--- src/inc/nvm_pkg.sv ---
package nvm_pkg;
   // Control register bit positions.
   localparam int READ_BIT  = 0;
   localparam int WRITE_BIT = 1;
   localparam int ARM_BIT   = 2;
   localparam int IRQE_BIT  = 3;
   // Control register reset value.
   localparam logic [7:0] CTRL_RESET = 8'h00;
   // Device register indexes on the CPU-side port.
   localparam logic [1:0] REG_CTRL  = 2'h0;
   localparam logic [1:0] REG_ADDRL = 2'h1;
   localparam logic [1:0] REG_ADDRH = 2'h2;
   localparam logic [1:0] REG_DATA  = 2'h3;
   // Avalon byte offsets of the controller registers.
   localparam logic [4:0] AV_CMD    = 5'h00;
   localparam logic [4:0] AV_ADDR   = 5'h04;
   localparam logic [4:0] AV_DATA   = 5'h08;
   localparam logic [4:0] AV_STATUS = 5'h0C;
   localparam logic [4:0] AV_IRQ_STATUS = 5'h10;
   localparam logic [4:0] AV_IRQ_CLEAR  = 5'h14;
   localparam logic [4:0] AV_IRQ_ENABLE = 5'h18;
   // Timing.
   localparam int ARM_CYCLES   = 4;
   localparam int WSTALL_CYC   = 2;
   localparam int RSTALL_CYC   = 4;
   localparam int OSC_CYCLES   = 8448;
   localparam int OSC_MHZ      = 1;
   localparam int CLK_MHZ      = 125;
   localparam int WRITE_CYCLES = OSC_CYCLES * CLK_MHZ / OSC_MHZ;
   localparam int ADDR_W       = 10;
endpackage

--- src/inc/nvm_if.sv ---
`timescale 1ns/1ps
`default_nettype none
interface nvm_if;
   logic       regWrite;
   logic       regRead;
   logic [1:0] regIndex;
   logic [7:0] regWdata;
   logic [7:0] regRdata;
   logic       cpuStall;
   logic       readyIrq;
   logic       flashSelfProgramActive;
   modport device (input regWrite, regRead, regIndex, regWdata, flashSelfProgramActive,
                   output regRdata, cpuStall, readyIrq);
   modport host (output regWrite, regRead, regIndex, regWdata, flashSelfProgramActive,
                 input regRdata, cpuStall, readyIrq);
endinterface
`default_nettype wire

--- src/verilog/nvm_access_host.sv ---
// The implementer's own choices: the register addresses and the Avalon-MM register port.
`timescale 1ns/1ps
`default_nettype none
// Software-side sequencer: Avalon commands become the documented register sequences.
module nvm_access_host (
   input  wire logic        ref_clk,
   input  wire logic        rst,
   input  wire logic [4:0]  address,
   input  wire logic        read,
   input  wire logic        write,
   input  wire logic [31:0] writedata,
   output logic [31:0]      readdata,
   output logic             waitrequest,
   output logic             irq,
   input  wire logic        flashBusyPin,
   nvm_if.host              dev
);
   typedef enum logic [6:0] {
      IDLE = 7'b000_0001, POLL = 7'b000_0010, ADRL = 7'b000_0100, ADRH = 7'b000_1000,
      DATA = 7'b001_0000, ARM  = 7'b010_0000, STRB = 7'b100_0000
   } state_type;
   state_type   state;
   logic [9:0]  cmdAddr;
   logic [7:0]  cmdData;
   logic        isWrite;
   logic [7:0]  result;
   logic        done;
   logic [1:0]  irqStatus;
   logic [1:0]  irqEnable;
   logic        readValid;
   logic        flashMeta;
   logic        flashSync;

   // Avalon decode; commands wait while the sequencer is busy, and every read waits one cycle
   // so that the registered read data already stands when waitrequest drops.
   wire cmdHit  = write && address == nvm_pkg::AV_CMD;
   wire seqBusy = state != IDLE;
   wire devBusy = dev.regIndex == nvm_pkg::REG_CTRL && dev.regRdata[nvm_pkg::WRITE_BIT];
   wire [1:0] irqEvent = {done, dev.readyIrq};
   assign waitrequest = (cmdHit && seqBusy) || (read && !readValid);
   assign irq = |(irqStatus & irqEnable);
   assign dev.flashSelfProgramActive = flashSync;

   // Pin synchroniser for the flash-programming flag.
   always_ff @(posedge ref_clk) begin
      flashMeta <= flashBusyPin;
      flashSync <= flashMeta;
   end

   // Register-port sequence; interrupts are not masked during it, and ARM copies irqEnable[0] into the device enable.
   always_comb begin
      dev.regWrite = 1'b0;
      dev.regRead  = 1'b1;
      dev.regIndex = nvm_pkg::REG_CTRL;
      dev.regWdata = 8'h00;
      case (state)
         ADRL: begin dev.regWrite = 1'b1; dev.regIndex = nvm_pkg::REG_ADDRL; dev.regWdata = cmdAddr[7:0]; end
         ADRH: begin dev.regWrite = 1'b1; dev.regIndex = nvm_pkg::REG_ADDRH; dev.regWdata = {6'h00, cmdAddr[9:8]}; end
         DATA: begin dev.regWrite = 1'b1; dev.regIndex = nvm_pkg::REG_DATA; dev.regWdata = cmdData; end
         ARM:  begin dev.regWrite = 1'b1; dev.regWdata = {4'h0, irqEnable[0], 3'h4}; end
         STRB: begin
            dev.regWrite = !dev.cpuStall;
            dev.regWdata = {4'h0, irqEnable[0], isWrite, isWrite, !isWrite};
            if (!isWrite) dev.regIndex = nvm_pkg::REG_CTRL;
         end
         IDLE: if (done && !isWrite) dev.regIndex = nvm_pkg::REG_DATA;
         default: ;
      endcase
   end

   always_ff @(posedge ref_clk) begin
      if (rst) begin
         state <= IDLE; cmdAddr <= 10'h000; cmdData <= 8'h00; isWrite <= 1'b0;
         result <= 8'h00; done <= 1'b0; irqStatus <= 2'h0; irqEnable <= 2'h0; readdata <= 32'h0000_0000;
         readValid <= 1'b0;
      end else begin
         done <= 1'b0;
         irqStatus <= (irqStatus & ~((write && address == nvm_pkg::AV_IRQ_CLEAR) ? writedata[1:0] : 2'h0))
                      | irqEvent;
         if (write && address == nvm_pkg::AV_IRQ_ENABLE) irqEnable <= writedata[1:0];
         if (write && address == nvm_pkg::AV_ADDR) cmdAddr <= writedata[9:0];
         if (write && address == nvm_pkg::AV_DATA) cmdData <= writedata[7:0];
         readValid <= read && !readValid;
         if (read && !readValid) begin
            if (address == nvm_pkg::AV_ADDR) readdata <= {22'h00_0000, cmdAddr};
            else if (address == nvm_pkg::AV_DATA) readdata <= {24'h00_0000, result};
            else if (address == nvm_pkg::AV_STATUS) readdata <= {31'h0000_0000, seqBusy || devBusy};
            else if (address == nvm_pkg::AV_IRQ_STATUS) readdata <= {30'h0000_0000, irqStatus};
            else if (address == nvm_pkg::AV_IRQ_ENABLE) readdata <= {30'h0000_0000, irqEnable};
            else readdata <= 32'h0000_0000;
         end
         case (state)
            IDLE: if (cmdHit) begin isWrite <= writedata[0]; state <= POLL; end
            POLL: if (!dev.regRdata[nvm_pkg::WRITE_BIT] && !flashSync && !dev.cpuStall) state <= ADRL;
            ADRL: state <= ADRH;
            ADRH: state <= isWrite ? DATA : STRB;
            DATA: state <= ARM;
            ARM:  state <= STRB;
            STRB: if (!dev.cpuStall) begin state <= IDLE; done <= 1'b1; end
            default: state <= IDLE;
         endcase
         if (state == IDLE && done && !isWrite) result <= dev.regRdata;
      end
   end
endmodule // nvm_access_host
`default_nettype wire

--- src/flat_wrapper.sv ---
// flat-port wrapper written by rule: the top's interface ports become plain ports
module nvm_access_host_flat 
  (ref_clk, rst, address, read, write, writedata, readdata, waitrequest, irq, flashBusyPin, dev_regWrite, dev_regRead, dev_regIndex, dev_regWdata, dev_flashSelfProgramActive, dev_regRdata, dev_cpuStall, dev_readyIrq);
  nvm_if dev_i ();
  input  wire logic ref_clk;
  input  wire logic rst;
  input  wire logic [4:0] address;
  input  wire logic read;
  input  wire logic write;
  input  wire logic [31:0] writedata;
  output logic [31:0] readdata;
  output logic waitrequest;
  output logic irq;
  input  wire logic flashBusyPin;
  output wire logic [$bits(dev_i.regWrite)-1:0] dev_regWrite;
  output wire logic [$bits(dev_i.regRead)-1:0] dev_regRead;
  output wire logic [$bits(dev_i.regIndex)-1:0] dev_regIndex;
  output wire logic [$bits(dev_i.regWdata)-1:0] dev_regWdata;
  output wire logic [$bits(dev_i.flashSelfProgramActive)-1:0] dev_flashSelfProgramActive;
  input wire logic [$bits(dev_i.regRdata)-1:0] dev_regRdata;
  input wire logic [$bits(dev_i.cpuStall)-1:0] dev_cpuStall;
  input wire logic [$bits(dev_i.readyIrq)-1:0] dev_readyIrq;
  assign dev_regWrite = dev_i.regWrite;
  assign dev_regRead = dev_i.regRead;
  assign dev_regIndex = dev_i.regIndex;
  assign dev_regWdata = dev_i.regWdata;
  assign dev_flashSelfProgramActive = dev_i.flashSelfProgramActive;
  assign dev_i.regRdata = dev_regRdata;
  assign dev_i.cpuStall = dev_cpuStall;
  assign dev_i.readyIrq = dev_readyIrq;
  nvm_access_host u_core (.ref_clk(ref_clk), .rst(rst), .address(address), .read(read), .write(write), .writedata(writedata), .readdata(readdata), .waitrequest(waitrequest), .irq(irq), .flashBusyPin(flashBusyPin), .dev(dev_i));
endmodule
--- config.mk ---
export PLATFORM = sky130hd
export DESIGN_NAME = nvm_access_host_flat
export DESIGN_NICKNAME = d
export VERILOG_FILES = /design/src/inc/nvm_pkg.sv /design/src/inc/nvm_if.sv /design/src/verilog/nvm_access_host.sv /design/src/flat_wrapper.sv
export SDC_FILE = /design/constraint.sdc
export NUM_CORES = 1
export LEC_CHECK = 0
export BUFFER_PORTS_ARGS = -buffer_cell sky130_fd_sc_hd__buf_2
export CORE_MARGIN = 2
export CORE_UTILIZATION = 30
export DETAILED_ROUTE_END_ITERATION = 7
export GPL_TIMING_DRIVEN = 1
export PLACE_DENSITY = 0.49
export SLEW_MARGIN = 30
export SYNTH_ARGS = -nofsm -noshare
export SYNTH_HDL_FRONTEND = slang
export SYNTH_SLANG_ARGS = --single-unit
--- constraint.sdc ---
create_clock -name ref_clk -period 3.05 [get_ports ref_clk]
set_input_delay 0.305 -clock ref_clk [delete_from_list [all_inputs] [get_ports ref_clk]]
set_output_delay 0.305 -clock ref_clk [all_outputs]
set_load 0.005 [all_outputs]
==> key figures <==
Floorplanning
  • Row cnt: 33
  • Core Box Area: 8299 sq um
  • Initial core utilization: 0.3118
  • Die Span X: ~97 microns
  • Die Footprint: approximately 9400 sq um
  • # IOs: between 90 and 100
  • Die Y: a little under 100 microns

Global route
  • Total gr overflow: 0
  • Wire length of the first global-routing pass: 11230 microns
  • Initial antenna violation count: 0
  • Tot GR Track Use: 0.1479
  • GR Util met2: 0.2409
  • Met1 Resource Use GR: 0.2047
  • Largest net degree at the start of global routing: 29
  • Grt peak-use layer: met2
  • Vias in the first global route: slightly above 2000
  • Met3 Use GR: 0.02384

Final layout
  • Layout cells sized above 1: 0.2105
  • Design Area, Final: 2918 sq um
  • Fin cells: between 400 and 500
  • Most common cell after layout, fill and taps aside: buf_2
  • Nets: between 300 and 400
  • Inserted Diodes: 0
  • Fill count: 883
  • Area growth, synth to finish: 12.77%
  • Most frequent cells in the layout: buf_2 (53), dfxtp_1 (52), nor2_1 (38)

Route
  • Initial drt markers: roughly 120
  • Residual DRC: 0
  • Vias after detailed routing: between 2000 and 2500
  • Post-route ant nets: 0
  • DR pass1 iterations: 4
  • Aggregate routed wire length: 6886 microns
  • DR WL/cell: approximately 15 microns
  • Vias per inst: 4.955

CTS
  • CTS Buf Count: 5
  • Post-CTS Setup Bufs: 0
  • Root buffer cell: clkbuf_8
  • H-Tree Depth: 2
  • Resize count post-CTS: 0
  • Maximum clock path buffer count: 2
  • CTS tree: done
  • Clk slew on worst S/H paths: 100 ps
  • Total number of clock tree sinks: 52
  • # hold bufs at CTS: 0
  • Clock Latency Late Sink: 310 ps

Setup path
  • Worst Path Arrival: around 2000 ps
  • Startpoint Class: flop
  • Reg2reg path depth: 5
  • Critical Path Sink Type: primary output
  • Worst Path Max Fanout: 8
  • Critical path type: flop to primary output
  • WP data required: between 2000 and 3000 ps

Synthesis
  • Ys flop type: dfxtp_1
  • Yosys warning count: 0
  • Synthesized flop and latch total: 52
  • Post-synth ARST share: 0
  • Post-synthesis sequential area ratio: 0.4023
  • Average size of a mapped cell: 8.712 sq um
  • EDFF count, synth: 0
  • Synth Cell Area: about 2600 sq um
  • Post-Syn Instances: between 200 and 300
  • Yosys cell types: 45

Placed design
  • Port Buffers: 53
  • DP HPWL: 5005 microns
  • Routability cong.: 0.8256
  • Placed instance count: roughly 440
  • Placed inst area: ~2800 sq um

Power and ir drop
  • Net switching power: slightly above 300 uW
  • Clk pwr share: 0.345
  • Worst vdd ir: ~0.15 mV
  • Combinational share of power: 0.076
  • Leakage power: between 0.001 and 0.0015 uW
  • Sequential power share: 0.579
  • Cell Pwr Density: 407.4 nW/um^2
  • Power Internal: around 900 uW
  • Total power: 1189 uW
  • Switching power share of the total: 0.2594

Hold path
  • Hold Path Cell Cnt: 1
  • Tightest Hold Check Type: input pin to flop

Timing
  • Clock skew: approximately 3.6 ps
  • RSZ-0062 raised after global routing: false
  • Worst slew pin tran: around 570 ps
  • Max-slew violations: 0
  • Final count of hold timing violations: 0
  • Final setup vio count: 0
  • Tcrit/Tclk final: 0.7610
  • Rel. slew slack: 0.6216
  • Setup TNS: 0 ps
  • Post-route minimum period: ~2300 ps
  • F_max: between 400 and 500 MHz

Run status
  • Outcome: finished, final reports clean

Job
  • Max Cap Viol: 0
## worst paths after layout
kind                                  endpoint  slack [ps]        startpoint
max                            dev_regWdata[1]         730   u_core.state[6]
min                           u_core.flashMeta          90      flashBusyPin
max reg2reg                   u_core.result[0]        1420   u_core.state[0]
min reg2reg  u_core.dev.flashSelfProgramActive         340  u_core.flashMeta
## metal layers
layer / routed length [microns] / part of all wire
met1: 3320 / 0.48
met2: 3299 / 0.48
met3: 224 / 0.033
met4: 41 / 0.0060
met5: 0 / 0
## stage by stage
step             util  hold slack [ps]  worst slack, ps
2_1_floorplan       -            309.6             1467
3_3_place_gp   0.3406            311.2             1035
3_5_place_dp   0.3406            319.1             1057
4_1_cts        0.3516            83.76            706.1
5_1_grt        0.3516            83.12            554.5
6_report       0.3516            94.29            729.1
## power groups by stage
stage / clock, uW / sequential (uW) / combinational (uW)
4_1_cts: 427 / 688 / 90.9
5_1_grt: 456 / 689 / 101
3_3_place_gp: 0 / 704 / 90.6
6_report: 410 / 688 / 90.5
3_5_place_dp: 0 / 704 / 90.5
2_1_floorplan: 0 / 703 / 71.3
## Yosys cell counts, types with 2 or more instances
master / count / area share
a21oi_1: 17 / 0.033
a22o_1: 12 / 0.041
a22oi_1: 7 / 0.020
a32oi_1: 4 / 0.014
and2_1: 2 / 0.0048
and3_1: 4 / 0.0097
buf_2: 6 / 0.012
buf_4: 24 / 0.070
buf_6: 2 / 0.0087
clkbuf_1: 9 / 0.013
conb_1: 2 / 0.0029
dfxtp_1: 52 / 0.40
inv_1: 2 / 0.0029
mux2i_1: 23 / 0.089
nand2_1: 19 / 0.028
nand2b_1: 3 / 0.0073
nand3_1: 17 / 0.033
nand3b_1: 3 / 0.0087
nand4_1: 6 / 0.015
nor2_1: 38 / 0.055
nor2b_1: 5 / 0.012
nor3_1: 4 / 0.0077
nor3b_1: 4 / 0.012
o21ai_0: 6 / 0.012
o21bai_1: 2 / 0.0058
or3_1: 2 / 0.0048
xor2_1: 4 / 0.014
## area by class of cell
type | instances | area, sq um | area share
Clock buffer | 5 | 68.82 | 0.02358
Tap cell | 105 | 131.4 | 0.04503
Inverter | 2 | 7.507 | 0.002573
Clock inverter | 3 | 22.52 | 0.007719
Sequential cell | 52 | 1041 | 0.3568
Timing Repair Buffer | 57 | 295.3 | 0.1012
Multi-Input combinational cell | 223 | 1351 | 0.4631
## worst max-delay path, stage by stage (launching register included)
cell,delay (ps)
dfxtp_1,410
nor4_2,460
and3_1,460
a22oi_1,140
nand3_1,120
buf_2,120
## logic make-up after synthesis
logic type | share of synthesized area
muxes | 0.08897
xor gates and xnor gates | 0.01354
buffers and inverters | 0.1059
DFF | 0.4023
and+or+nand+nor | 0.2399
other | 0.002902
AOI/OAI and AO/OA | 0.1465
## state kept, by name, summed over array words and instances (netlist names), 2 cells and up
signal and flops:
u_core.state 7, u_core.result 8, u_core.readdata 10, u_core.cmdAddr 10, u_core.irqStatus 2, u_core.irqEnable 2
u_core.cmdData 8
No activity file was read; power rests on OpenSTA's default activity.
